`src/logic/relay_ui_pkg.sv`:
```
`default_nettype none
package relay_ui_pkg;
  // ------------------------------------------------------------
  // Timing
  // ------------------------------------------------------------
  localparam int CLK_KHZ     = 20000;
  localparam int TICK_MS     = 10;
  localparam int TICK_CYCLES = TICK_MS * CLK_KHZ;
  localparam int HOLD_MS     = 2000;
  localparam int IDLE_MS     = 10000;
  localparam int SEC_MS      = 1000;
  localparam int STEP_MS     = 400;
  localparam int ALT_MS      = 1000;
  localparam int FLASH_MS    = 200;
  localparam int DEB_MS      = 20;
  localparam logic [7:0]  HOLD_TICKS  = 8'(HOLD_MS / TICK_MS);
  localparam logic [9:0]  IDLE_TICKS  = 10'(IDLE_MS / TICK_MS);
  localparam logic [13:0] SEC_TICKS   = 14'(SEC_MS / TICK_MS);
  localparam logic [6:0]  STEP_TICKS  = 7'(STEP_MS / TICK_MS);
  localparam logic [6:0]  ALT_TICKS   = 7'(ALT_MS / TICK_MS);
  localparam logic [4:0]  FLASH_TICKS = 5'(FLASH_MS / TICK_MS);
  localparam logic [1:0]  DEB_TICKS   = 2'(DEB_MS / TICK_MS);
  localparam logic [3:0]  CYCLE_SLOTS = 4'hc;
  // ------------------------------------------------------------
  // Values and limits
  // ------------------------------------------------------------
  localparam logic [7:0] SLOW_LIMIT     = 8'h14;
  localparam logic [7:0] FAST_LIMIT     = 8'h64;
  localparam logic [2:0] ERR_SLOW_FLASH = 3'h4;
  localparam logic [2:0] ERR_FAST_FLASH = 3'h5;
  localparam logic [6:0] PCT_FULL       = 7'h64;
  localparam logic [6:0] TMO_MAX        = 7'h64;
  localparam logic [6:0] DECADE         = 7'h0a;
  localparam logic [6:0] FINE_TOP       = 7'h09;
  localparam logic [9:0] HYST_BAR       = 10'h01f;
  localparam logic [9:0] WIN_BAR        = 10'h3e0;
  localparam int         BAR_LEDS       = 10;
  localparam logic [2:0] SEL_MODE       = 3'h1;
  localparam logic [2:0] SEL_LOW        = 3'h2;
  localparam logic [2:0] SEL_HIGH       = 3'h3;
  localparam logic [2:0] SEL_TMO        = 3'h4;
  // ------------------------------------------------------------
  // Registers
  // ------------------------------------------------------------
  localparam logic [3:0] CFG_OFS      = 4'h0;
  localparam logic [3:0] STAT_OFS     = 4'h4;
  localparam logic [3:0] CTRL_OFS     = 4'h8;
  localparam int         CFG_MODE_BIT = 0;
  localparam int         CFG_LOW_LSB  = 8;
  localparam int         CFG_HIGH_LSB = 16;
  localparam int         CFG_TMO_LSB  = 24;
  localparam int         CTRL_DEF_BIT = 0;
  localparam logic       MODE_RST     = 1'b0;
  localparam logic [6:0] LOW_RST      = 7'h64;
  localparam logic [6:0] HIGH_RST     = 7'h64;
  localparam logic [6:0] TMO_RST      = 7'h00;
  localparam logic [7:0] FS_RST       = 8'h64;

  typedef enum logic [4:0] {
    ST_READ = 5'b00001,
    ST_SHOW = 5'b00010,
    ST_MODE = 5'b00100,
    ST_EDIT = 5'b01000,
    ST_ERR  = 5'b10000
  } ui_state_type;
endpackage : relay_ui_pkg
`default_nettype wire

```
`src/logic/relay_ui.sv`:
```
// Functional notes
// - Teach-in max below 2 m/s: four red flashes; above 10 m/s: five.
// - Short press leaves teach error; earlier full scale is kept.
// - Store mode, low and high percent thresholds, time-out 0..100 s.
// - Window mode: relay toggles at either threshold crossing.
// - Hysteresis: on at rising high threshold, off at falling low.
// - Readout: one green flash per indication cycle, red off.
// - Short presses pick parameter; green flashes one more than presses.
// - Two second hold on a shown parameter enters config; red lit.
// - Mode config alternates while held; release picks; short commits.
// - Ten seconds without a press returns to readout, value dropped.
// - Factory defaults select hysteresis mode.
// - Low threshold limited to zero up to high threshold.
// - Low entry: LED one flashes nine 1% steps, then LEDs of 10%.
// - Further hold after release flashes next LED in unit steps.
// - Short press commits shown value; repeated holds adjust again.
// - High threshold limited from low threshold up to 100%.
// - High entry starts at first LED above low threshold.
// - Relay switches only after condition outlasts the time-out.
// - Zero time-out switches the relay at once.
// - Time-out entry: flash is one second, lit LED ten seconds.
//
// The register offsets and the Wishbone slave port are this design's own decisions.
`timescale 1ns/1ps
`default_nettype none
module relay_ui
  import relay_ui_pkg::*;
#(
  parameter int TICK_CYC = TICK_CYCLES
) (
  input  wire logic        REF_CLK_I,
  input  wire logic        RST_I,
  input  wire logic        BUTTON_I,
  input  wire logic [6:0]  VELOCITY_I,
  input  wire logic        VEL_VALID_I,
  input  wire logic        TEACH_DONE_I,
  input  wire logic [7:0]  TEACH_MAX_I,
  input  wire logic [3:0]  ADR_I,
  input  wire logic [31:0] DAT_I,
  input  wire logic [3:0]  SEL_I,
  input  wire logic        WE_I,
  input  wire logic        CYC_I,
  input  wire logic        STB_I,
  output logic      [31:0] DAT_O,
  output logic             ACK_O,
  output logic             RELAY_O,
  output logic             LED_GREEN_O,
  output logic             LED_RED_O,
  output logic [9:0]       BAR_O,
  output logic [7:0]       FULLSCALE_O
);
  localparam int PW = $clog2(TICK_CYC);

  logic [PW-1:0]    pre_q;
  logic             tick;
  logic             btn_s1_q;
  logic             btn_s2_q;
  logic             btn_q;
  logic             btn_d1_q;
  logic [1:0]       deb_q;
  logic             deb_diff;
  logic             deb_done;
  logic [7:0]       hold_q;
  logic             held_long;
  logic             long_ev;
  logic             btn_fall;
  logic             short_ev;
  logic [9:0]       idle_q;
  logic             in_cfg;
  logic             idle_ev;
  logic [6:0]       pace_q;
  logic [6:0]       pace_top;
  logic             pace_ev;
  ui_state_type     st_q;
  logic [2:0]       sel_q;
  logic [6:0]       edit_q;
  logic             emode_q;
  logic             fine_q;
  logic             first_q;
  logic [2:0]       err_q;
  logic [6:0]       lim;
  logic [6:0]       minv;
  logic [6:0]       low_dec;
  logic [6:0]       base;
  logic [6:0]       edit_f;
  logic [6:0]       edit_dec;
  logic [6:0]       nxt_c;
  logic [6:0]       nxt_f;
  logic             c_ok;
  logic             f_ok;
  logic [6:0]       shown;
  logic             teach_slow;
  logic             teach_fast;
  logic             teach_err;
  logic             teach_ok;
  logic             mode_q;
  logic [6:0]       low_q;
  logic [6:0]       high_q;
  logic [6:0]       tmo_q;
  logic [7:0]       fs_q;
  logic             commit_mode;
  logic             commit_num;
  logic             cfg_chg;
  logic             wb_req;
  logic             wb_wr;
  logic             wr_cfg;
  logic             wr_def;
  logic             ack_q;
  logic [31:0]      dat_q;
  logic [31:0]      cfg_word;
  logic [31:0]      stat_word;
  logic [31:0]      rdata;
  logic [6:0]       vel_q;
  logic             amode_q;
  logic [6:0]       alow_q;
  logic [6:0]       ahigh_q;
  logic             in_win;
  logic             want;
  logic [13:0]      tmo_ticks;
  logic [13:0]      persist_q;
  logic             relay_q;
  logic [4:0]       ftick_q;
  logic [3:0]       slot_q;
  logic             half_on;
  logic [6:0]       show_v;
  logic [6:0]       disp_v;
  logic [6:0]       disp_c;
  logic [6:0]       disp_f;
  logic             bar_fl;
  logic [9:0]       bar_lvl;
  logic             show_mode;
  logic             mode_shown;
  logic [9:0]       bar_d;
  logic [3:0]       green_cnt;
  logic             green_d;
  logic             red_d;
  logic             green_q;
  logic             red_q;
  logic [9:0]       bar_q;

  // ----------------------------------------------------------
  // Timebase
  // ----------------------------------------------------------
  assign tick = (pre_q == PW'(TICK_CYC - 1));

  always_ff @(posedge REF_CLK_I or posedge RST_I) begin
    if (RST_I) begin
      pre_q <= '0;
    end else if (tick) begin
      pre_q <= '0;
    end else begin
      pre_q <= pre_q + 1'b1;
    end
  end

  // ----------------------------------------------------------
  // Push-button
  // ----------------------------------------------------------
  assign deb_diff  = btn_s2_q ^ btn_q;
  assign deb_done  = deb_diff & tick & (deb_q == DEB_TICKS - 2'h1);
  assign held_long = (hold_q == HOLD_TICKS);
  assign long_ev   = btn_q & tick & (hold_q == HOLD_TICKS - 8'h01);
  assign btn_fall  = btn_d1_q & ~btn_q;
  assign short_ev  = btn_fall & ~held_long;

  always_ff @(posedge REF_CLK_I or posedge RST_I) begin
    if (RST_I) begin
      btn_s1_q <= 1'b0;
      btn_s2_q <= 1'b0;
      btn_q    <= 1'b0;
      btn_d1_q <= 1'b0;
      deb_q    <= 2'h0;
      hold_q   <= 8'h00;
    end else begin
      btn_s1_q <= BUTTON_I;
      btn_s2_q <= btn_s1_q;
      btn_d1_q <= btn_q;
      if (!deb_diff) begin
        deb_q <= 2'h0;
      end else if (tick) begin
        deb_q <= deb_q + 2'h1;
      end
      if (deb_done) begin
        btn_q <= btn_s2_q;
      end
      if (!btn_q) begin
        hold_q <= 8'h00;
      end else if (tick && !held_long) begin
        hold_q <= hold_q + 8'h01;
      end
    end
  end

  // ----------------------------------------------------------
  // Inactivity and sweep pace
  // ----------------------------------------------------------
  assign in_cfg   = (st_q == ST_SHOW) | (st_q == ST_MODE)
                  | (st_q == ST_EDIT);
  assign idle_ev  = in_cfg & ~btn_q & tick
                  & (idle_q == IDLE_TICKS - 10'h001);
  assign pace_top = (st_q == ST_MODE) ? ALT_TICKS : STEP_TICKS;
  assign pace_ev  = held_long & tick & (pace_q == pace_top - 7'h01);

  always_ff @(posedge REF_CLK_I or posedge RST_I) begin
    if (RST_I) begin
      idle_q <= 10'h000;
      pace_q <= 7'h00;
    end else begin
      if (!in_cfg || btn_q) begin
        idle_q <= 10'h000;
      end else if (tick) begin
        idle_q <= idle_q + 10'h001;
      end
      if (!held_long || pace_ev) begin
        pace_q <= 7'h00;
      end else if (tick) begin
        pace_q <= pace_q + 7'h01;
      end
    end
  end

  // ----------------------------------------------------------
  // Value entry arithmetic and teach-in range check
  // ----------------------------------------------------------
  assign lim      = (sel_q == SEL_LOW) ? high_q
                  : (sel_q == SEL_TMO) ? TMO_MAX : PCT_FULL;
  assign minv     = (sel_q == SEL_HIGH) ? low_q : 7'h00;
  assign low_dec  = (low_q / DECADE) * DECADE;
  assign base     = (sel_q == SEL_HIGH) ? low_dec : 7'h00;
  assign edit_f   = edit_q % DECADE;
  assign edit_dec = edit_q - edit_f;
  assign nxt_c    = first_q ? edit_q + 7'h01 : edit_q + DECADE;
  assign nxt_f    = edit_q + 7'h01;
  assign c_ok     = (nxt_c <= lim);
  assign f_ok     = (edit_f != FINE_TOP) & (edit_q < lim);
  assign shown    = (edit_q < minv) ? minv : edit_q;

  assign teach_slow = TEACH_DONE_I & (TEACH_MAX_I < SLOW_LIMIT);
  assign teach_fast = TEACH_DONE_I & (TEACH_MAX_I > FAST_LIMIT);
  assign teach_err  = teach_slow | teach_fast;
  assign teach_ok   = TEACH_DONE_I & ~teach_err;

  // ----------------------------------------------------------
  // Operator state machine
  // ----------------------------------------------------------
  always_ff @(posedge REF_CLK_I or posedge RST_I) begin
    if (RST_I) begin
      st_q    <= ST_READ;
      sel_q   <= SEL_MODE;
      edit_q  <= 7'h00;
      emode_q <= MODE_RST;
      fine_q  <= 1'b0;
      first_q <= 1'b0;
      err_q   <= 3'h0;
    end else if (teach_err) begin
      st_q  <= ST_ERR;
      err_q <= teach_slow ? ERR_SLOW_FLASH : ERR_FAST_FLASH;
    end else begin
      unique case (st_q)
        ST_READ: begin
          if (short_ev) begin
            st_q  <= ST_SHOW;
            sel_q <= SEL_MODE;
          end
        end
        ST_SHOW: begin
          if (idle_ev) begin
            st_q <= ST_READ;
          end else if (short_ev) begin
            if (sel_q == SEL_TMO) begin
              st_q <= ST_READ;
            end else begin
              sel_q <= sel_q + 3'h1;
            end
          end else if (long_ev) begin
            if (sel_q == SEL_MODE) begin
              st_q    <= ST_MODE;
              emode_q <= mode_q;
            end else begin
              st_q    <= ST_EDIT;
              edit_q  <= base;
              first_q <= 1'b1;
              fine_q  <= 1'b0;
            end
          end
        end
        ST_MODE: begin
          if (idle_ev || short_ev) begin
            st_q <= ST_READ;
          end else if (pace_ev) begin
            emode_q <= ~emode_q;
          end
        end
        ST_EDIT: begin
          if (idle_ev || short_ev) begin
            st_q <= ST_READ;
          end else if (long_ev) begin
            if (fine_q) begin
              edit_q <= edit_dec;
            end else begin
              edit_q  <= base;
              first_q <= 1'b1;
            end
          end else if (pace_ev) begin
            if (fine_q) begin
              if (f_ok) begin
                edit_q <= nxt_f;
              end
            end else if (c_ok) begin
              edit_q <= nxt_c;
              if ((nxt_c % DECADE) == 7'h00) begin
                first_q <= 1'b0;
              end
            end
          end else if (btn_fall) begin
            fine_q <= ~fine_q;
          end
        end
        ST_ERR: begin
          if (short_ev) begin
            st_q <= ST_READ;
          end
        end
        default: begin
          st_q <= ST_READ;
        end
      endcase
    end
  end

  // ----------------------------------------------------------
  // Parameters and register bus
  // ----------------------------------------------------------
  assign commit_mode = (st_q == ST_MODE) & short_ev;
  assign commit_num  = (st_q == ST_EDIT) & short_ev;
  assign wb_req  = CYC_I & STB_I & ~ack_q;
  assign wb_wr   = wb_req & WE_I;
  assign wr_cfg  = wb_wr & (ADR_I == CFG_OFS);
  assign wr_def  = wb_wr & (ADR_I == CTRL_OFS) & SEL_I[0]
                 & DAT_I[CTRL_DEF_BIT];
  assign cfg_chg = wr_def | wr_cfg | commit_mode | commit_num;

  always_ff @(posedge REF_CLK_I or posedge RST_I) begin
    if (RST_I) begin
      mode_q <= MODE_RST;
      low_q  <= LOW_RST;
      high_q <= HIGH_RST;
      tmo_q  <= TMO_RST;
    end else if (wr_def) begin
      mode_q <= MODE_RST;
      low_q  <= LOW_RST;
      high_q <= HIGH_RST;
      tmo_q  <= TMO_RST;
    end else if (wr_cfg) begin
      if (SEL_I[0]) begin
        mode_q <= DAT_I[CFG_MODE_BIT];
      end
      if (SEL_I[1]) begin
        low_q <= DAT_I[CFG_LOW_LSB +: 7];
      end
      if (SEL_I[2]) begin
        high_q <= DAT_I[CFG_HIGH_LSB +: 7];
      end
      if (SEL_I[3]) begin
        tmo_q <= DAT_I[CFG_TMO_LSB +: 7];
      end
    end else if (commit_mode) begin
      mode_q <= emode_q;
    end else if (commit_num) begin
      if (sel_q == SEL_LOW) begin
        low_q <= shown;
      end else if (sel_q == SEL_HIGH) begin
        high_q <= shown;
      end else begin
        tmo_q <= shown;
      end
    end
  end

  assign cfg_word  = {1'b0, tmo_q, 1'b0, high_q, 1'b0, low_q,
                      7'h00, mode_q};
  assign stat_word = {8'h00, fs_q, 1'b0, vel_q, 1'b0, st_q,
                      (st_q == ST_ERR), relay_q};
  assign rdata = (ADR_I == CFG_OFS)  ? cfg_word
               : (ADR_I == STAT_OFS) ? stat_word : 32'h0000_0000;

  always_ff @(posedge REF_CLK_I or posedge RST_I) begin
    if (RST_I) begin
      ack_q <= 1'b0;
      dat_q <= 32'h0000_0000;
      fs_q  <= FS_RST;
    end else begin
      ack_q <= wb_req;
      if (wb_req) begin
        dat_q <= rdata;
      end
      if (teach_ok) begin
        fs_q <= TEACH_MAX_I;
      end
    end
  end

  // ----------------------------------------------------------
  // Relay comparator
  // ----------------------------------------------------------
  assign in_win    = (vel_q >= alow_q) & (vel_q < ahigh_q);
  assign want      = amode_q ? in_win
                   : (vel_q >= ahigh_q) | (relay_q & (vel_q > alow_q));
  assign tmo_ticks = 14'(tmo_q) * SEC_TICKS;

  always_ff @(posedge REF_CLK_I or posedge RST_I) begin
    if (RST_I) begin
      vel_q     <= 7'h00;
      amode_q   <= MODE_RST;
      alow_q    <= LOW_RST;
      ahigh_q   <= HIGH_RST;
      persist_q <= 14'h0000;
      relay_q   <= 1'b0;
    end else begin
      if (VEL_VALID_I) begin
        vel_q   <= VELOCITY_I;
        amode_q <= mode_q;
        alow_q  <= low_q;
        ahigh_q <= high_q;
      end
      if (want == relay_q || cfg_chg) begin
        persist_q <= 14'h0000;
      end else if (tick) begin
        persist_q <= persist_q + 14'h0001;
      end
      if (want != relay_q) begin
        if (tmo_q == 7'h00) begin
          relay_q <= want;
        end else if (tick && !cfg_chg && persist_q == tmo_ticks) begin
          relay_q <= want;
        end
      end
    end
  end

  // ----------------------------------------------------------
  // LEDs and bargraph
  // ----------------------------------------------------------
  assign half_on = (ftick_q < (FLASH_TICKS >> 1));
  assign show_v  = (sel_q == SEL_LOW)  ? low_q
                 : (sel_q == SEL_HIGH) ? high_q : tmo_q;
  assign disp_v  = (st_q == ST_EDIT) ? shown
                 : (st_q == ST_SHOW) ? show_v : vel_q;
  assign disp_c  = disp_v / DECADE;
  assign disp_f  = disp_v % DECADE;
  assign bar_fl  = half_on & ({3'h0, slot_q} < disp_f);

  for (genvar i = 0; i < BAR_LEDS; i++) begin : g_bar
    assign bar_lvl[i] = (7'(i) < disp_c) | ((7'(i) == disp_c) & bar_fl);
  end

  assign show_mode  = (st_q == ST_MODE)
                    | ((st_q == ST_SHOW) & (sel_q == SEL_MODE));
  assign mode_shown = (st_q == ST_MODE) ? emode_q : mode_q;
  assign bar_d      = show_mode ? (mode_shown ? WIN_BAR : HYST_BAR)
                    : (st_q == ST_ERR) ? 10'h000 : bar_lvl;
  assign green_cnt  = (st_q == ST_READ) ? 4'h1
                    : (st_q == ST_SHOW) ? {1'b0, sel_q} + 4'h1
                    : 4'h0;
  assign green_d    = half_on & (slot_q < green_cnt);
  assign red_d      = (st_q == ST_MODE) | (st_q == ST_EDIT)
                    | ((st_q == ST_ERR) & half_on
                       & (slot_q < {1'b0, err_q}));

  always_ff @(posedge REF_CLK_I or posedge RST_I) begin
    if (RST_I) begin
      ftick_q <= 5'h00;
      slot_q  <= 4'h0;
      green_q <= 1'b0;
      red_q   <= 1'b0;
      bar_q   <= 10'h000;
    end else begin
      if (tick) begin
        if (ftick_q == FLASH_TICKS - 5'h01) begin
          ftick_q <= 5'h00;
          slot_q  <= (slot_q == CYCLE_SLOTS - 4'h1) ? 4'h0
                   : slot_q + 4'h1;
        end else begin
          ftick_q <= ftick_q + 5'h01;
        end
      end
      green_q <= green_d;
      red_q   <= red_d;
      bar_q   <= bar_d;
    end
  end

  assign DAT_O       = dat_q;
  assign ACK_O       = ack_q;
  assign RELAY_O     = relay_q;
  assign LED_GREEN_O = green_q;
  assign LED_RED_O   = red_q;
  assign BAR_O       = bar_q;
  assign FULLSCALE_O = fs_q;
endmodule : relay_ui
`default_nettype wire

```
`config.mk`:
```
export PLATFORM = sky130hd
export DESIGN_NAME = relay_ui
export DESIGN_NICKNAME = d
export VERILOG_FILES = /design/src/logic/relay_ui_pkg.sv /design/src/logic/relay_ui.sv
export SDC_FILE = /design/constraint.sdc
export NUM_CORES = 1
export LEC_CHECK = 0
export BUFFER_PORTS_ARGS = -buffer_cell sky130_fd_sc_hd__buf_2
export CAP_MARGIN = 20
export CORE_MARGIN = 1
export CORE_UTILIZATION = 55
export DETAILED_ROUTE_END_ITERATION = 8
export GPL_TIMING_DRIVEN = 0
export MAX_ROUTING_LAYER = met4
export PLACE_DENSITY = 0.8
export SLEW_MARGIN = 20
export SYNTH_ARGS = -nofsm -noshare
export SYNTH_HDL_FRONTEND = slang
export SYNTH_SLANG_ARGS = --single-unit
```
`constraint.sdc`:
```
create_clock -name REF_CLK_I -period 10.9 [get_ports REF_CLK_I]
set_input_delay 0.545 -clock REF_CLK_I [delete_from_list [all_inputs] [get_ports REF_CLK_I]]
set_output_delay 0.545 -clock REF_CLK_I [all_outputs]
set_load 0.05 [all_outputs]
```
==> results.md <==
* Sequential element share of the synthesized area at 0.3379
* Overall power after layout at about 2.5 mW
* Slowest stage delay, CP at between 0.5 and 0.6 ns
* Leakage power at a little over 7 nW
* Die extent in y at between 150 and 200 um
* Resized Gates After CTS at 0
* Critical Path Fanout Max at 10
* Final net count at 1874
* PortBufs at between 100 and 150
* Register bit total from synthesis at between 150 and 200
* Number of failing setup endpoints in the final timing report at 0
* First-pass GRT wire length at 62730 um
* Final Hold Vio Count at 0
* IO Count at 117
* Cell taking the most area after synthesis: dfrtp_1
* Dominant combinational cell family by area after synthesis: compound AO/OA/AOI/OAI gates
* Num Clock Sinks at 187
* Minimum clock period after layout at 8.374 ns
* Number of enable flip-flop cells after synthesis at 0
* Proportion of netlist area held by the largest area contributor at 0.3058
* Via count normalized by instance count at 6.185
* Largest net degree at the start of global routing at slightly below 100
* Antenna Diode Count at 0
* Compound-cell area share of the yosys netlist at 0.2039
* Cell-internal power at 1.453 mW
* Mapped cell area at approximately 0.014 mm2
* Most frequent cells in the layout: dfrtp_1 (170), nand2_1 (153), buf_2 (116)
* Area added between synthesis and finish at 11.09%
* Final WL at 38600 um
* Kind of path behind the tightest hold check: in2async
* Final Cycle Share at 0.7683
* Switching power as a share of total power at 0.4105
* Clock tree from TritonCTS: yes
* Most used flip-flop cell after synthesis: dfrtp_1
* Unrepaired setup endpoints after global routing: no
* DR pass1 iterations at 6
* Fraction of layout instances using a drive strength above 1 at 0.1521
* Count of different cell masters after synthesis at between 90 and 100
* Startpoint type of the worst setup path: flip-flop
* Least-Margin Pin Slew at roughly 0.99 ns
* Pwr per Cell Area at roughly 160 mW/mm2
* Most frequent standard cell in the layout excluding fill and tap cells: dfrtp_1
* Library cell appearing most often on the critical path: ha_1
* Maximum buffer depth of the clock tree at 2
* Max-slew violations at 0
* Starting utilization of the core area at 0.5671
* Setup repair bufs after CTS at 0
* Slowest-stage cell, CP: dfstp_2
* Total negative setup slack at 0 ns
* Share of total power in sequential cells at 0.334
* Post-Synth Adder-Cell Area at 0.1058
* Number of antenna violations at the first check in global routing at 0
* Floorplan Core Area at approximately 0.025 mm2
* Detail Route Antenna Nets at 0
* Per-instance average area after synthesis at ~8.8 um2
* Synth async-reset ratio at 1.000
* Part of the power in the clock network at 0.253
* Critical path required time at between 10 and 15 ns
* Root buffer cell: clkbuf_16
* Outcome: completed
* CTS Buf Count at 17
* Worst clock skew on the final layout at 0.01390 ns
* Worst relative slew slack at 0.3317
* Number of global-route vias before repair at approximately 12000
* Floorplan die width at 161.1 um
* Via count at 12580
* Filler Cells Inserted at between 2000 and 2500
* Routability congestion estimate at ~1
* CTS hold repair buffers at 0
* Post-synthesis xor/xnor area fraction at 0.05845
* YS warnings at 0
* Routed wire per std cell at about 19 um
* Number of maximum-capacitance violations at 0
* Path type of the worst setup path: reg2reg
* Net switching power of the design at about 1 mW
* Maximum VDD drop at approximately 0.13 mV
* Remaining Overflow, GRT at 0
* Total number of H-tree levels at 4
* Nature of the critical path endpoint: flip-flop
* Starting DRT DRC Count at around 1300
* CP Data Arrival Time at approximately 8.7 ns
* Multiplexer share of the synthesized area at 0.05629
* Cell row count at 57
* All-Layer GR Usage at 0.3130
* Later-pin clock latency in the skew report at 0.44 ns
* Simple-gate share of the synthesized area at 0.1841
* Synth top area cells: dfrtp_1 (31%), ha_1 (10%), nand2_1 (4.1%)
* Combinational power share at 0.413
* Post-synthesis cell count at between 1500 and 2000
* Full die area at about 0.026 mm2
* DRC errors left at 0
* Final HPWL from detailed placement at between 20000 and 30000 um
* Max Clk Rate at around 0.12 GHz
* Clk slew on worst S/H paths at around 0.08 ns
-- Yosys cell counts (17+ instances only) --
master / instances
a21o_1: 37
nand2b_1: 20
nand3_1: 44
nor2b_1: 21
mux2_2: 34
xnor2_1: 57
and2_1: 24
a22o_1: 17
nand2_1: 153
xor2_1: 34
dfrtp_1: 170
o21ai_0: 112
a211oi_1: 24
mux2i_1: 40
nor3_1: 27
nor2_1: 113
dfstp_2: 17
inv_1: 88
nand4_1: 25
clkbuf_1: 53
ha_1: 112
a21oi_1: 68
-- power by group through the flow --
| stage | clock network, mW | registers, mW | logic, mW |
|---|---|---|---|
| final | 0.623 | 0.824 | 1.02 |
| after global routing | 0.656 | 0.829 | 1.11 |
| after floorplan | 0 | 0.903 | 0.682 |
| after global placement | 0 | 0.833 | 0.961 |
| after detailed placement | 0 | 0.835 | 0.992 |
| after CTS | 0.629 | 0.822 | 1.00 |
-- routing by layer --
layer | vias to the layer above | share of wire | global-route usage
met5 | - | 0 | -
met4 | 0 | 0.040 | 0.1415
met3 | 123 | 0.073 | 0.05033
met2 | 537 | 0.47 | 0.4951
met1 | 6030 | 0.42 | 0.3950
li1 | 5885 | - | -
-- sequential cells by signal, summed over array words and instances (netlist names), 3 cells and up --
name and flops:
DAT_O 29, idle_q 10, pace_q 7, ahigh_q 7
sel_q 3, st_q 5, pre_q 18, FULLSCALE_O 8
tmo_q 7, hold_q 8, high_q 7, vel_q 7
persist_q 14, edit_q 7, slot_q 4, low_q 7
ftick_q 5, BAR_O 10, alow_q 7
-- worst max-delay path: cells and delay by family, from the launching register on --
kind | cells | cell delay, ns
DFF | 1 | 0.58
muxes | 2 | 0.48
adders and majority gates | 7 | 1.66
AOI/OAI and AO/OA | 12 | 2.46
and+or+nand+nor | 9 | 2.06
buffers and inverters | 6 | 1.00
-- stage by stage --
stage	hold WS, ns	util	area [um2]	setup WS (ns)	std cells
2_1_floorplan	0.3312	-	13920	3.812	1575
3_3_place_gp	0.3378	0.6045	14830	2.822	2000
3_5_place_dp	0.3405	0.6060	14870	2.738	2001
4_1_cts	0.1897	0.6300	15460	2.680	2033
5_1_grt	0.1828	0.6300	15460	1.935	2033
6_report	0.1697	0.6300	15460	2.526	2033
-- final timing paths --
| path | from | endpoint | slack [ns] | cells past startpoint |
|---|---|---|---|---|
| max in group asynchronous | RST_I | alow_q[2] | 9.79 | 3 |
| min in group REF_CLK_I | BUTTON_I | btn_s1_q | 0.20 | 1 |
| min reg2reg | btn_s1_q | btn_s2_q | 0.36 | 0 |
| max reg2reg | sel_q[0] | BAR_O[7] | 2.53 | 36 |
| max | sel_q[0] | BAR_O[7] | 2.53 | 36 |
| min | RST_I | hold_q[5] | 0.17 | 2 |
-- logic make-up (layout without fill, tap and decap cells) --
logic type / after synthesis / after routing
simple gates: 516 / 516
flops: 187 / 187
compound gates: 411 / 411
mux: 74 / 74
xor+xnor: 92 / 92
fa+ha+maj: 116 / 116
buf+inv: 176 / 310
other cells: 1 / 3
-- area by class of cell --
class	count	area (um2)	share of cell area
plain buffers	87	409.1	0.02647
clock buffers	18	439.2	0.02841
clock inverters	14	150.1	0.009714
inverters	89	341.6	0.02210
multi-input cells	1212	8477	0.5484
flip-flops and latches	187	4701	0.3041
well taps	324	405.4	0.02623
repair buffers	102	533.0	0.03449
(Power assumes the default switching activity.)
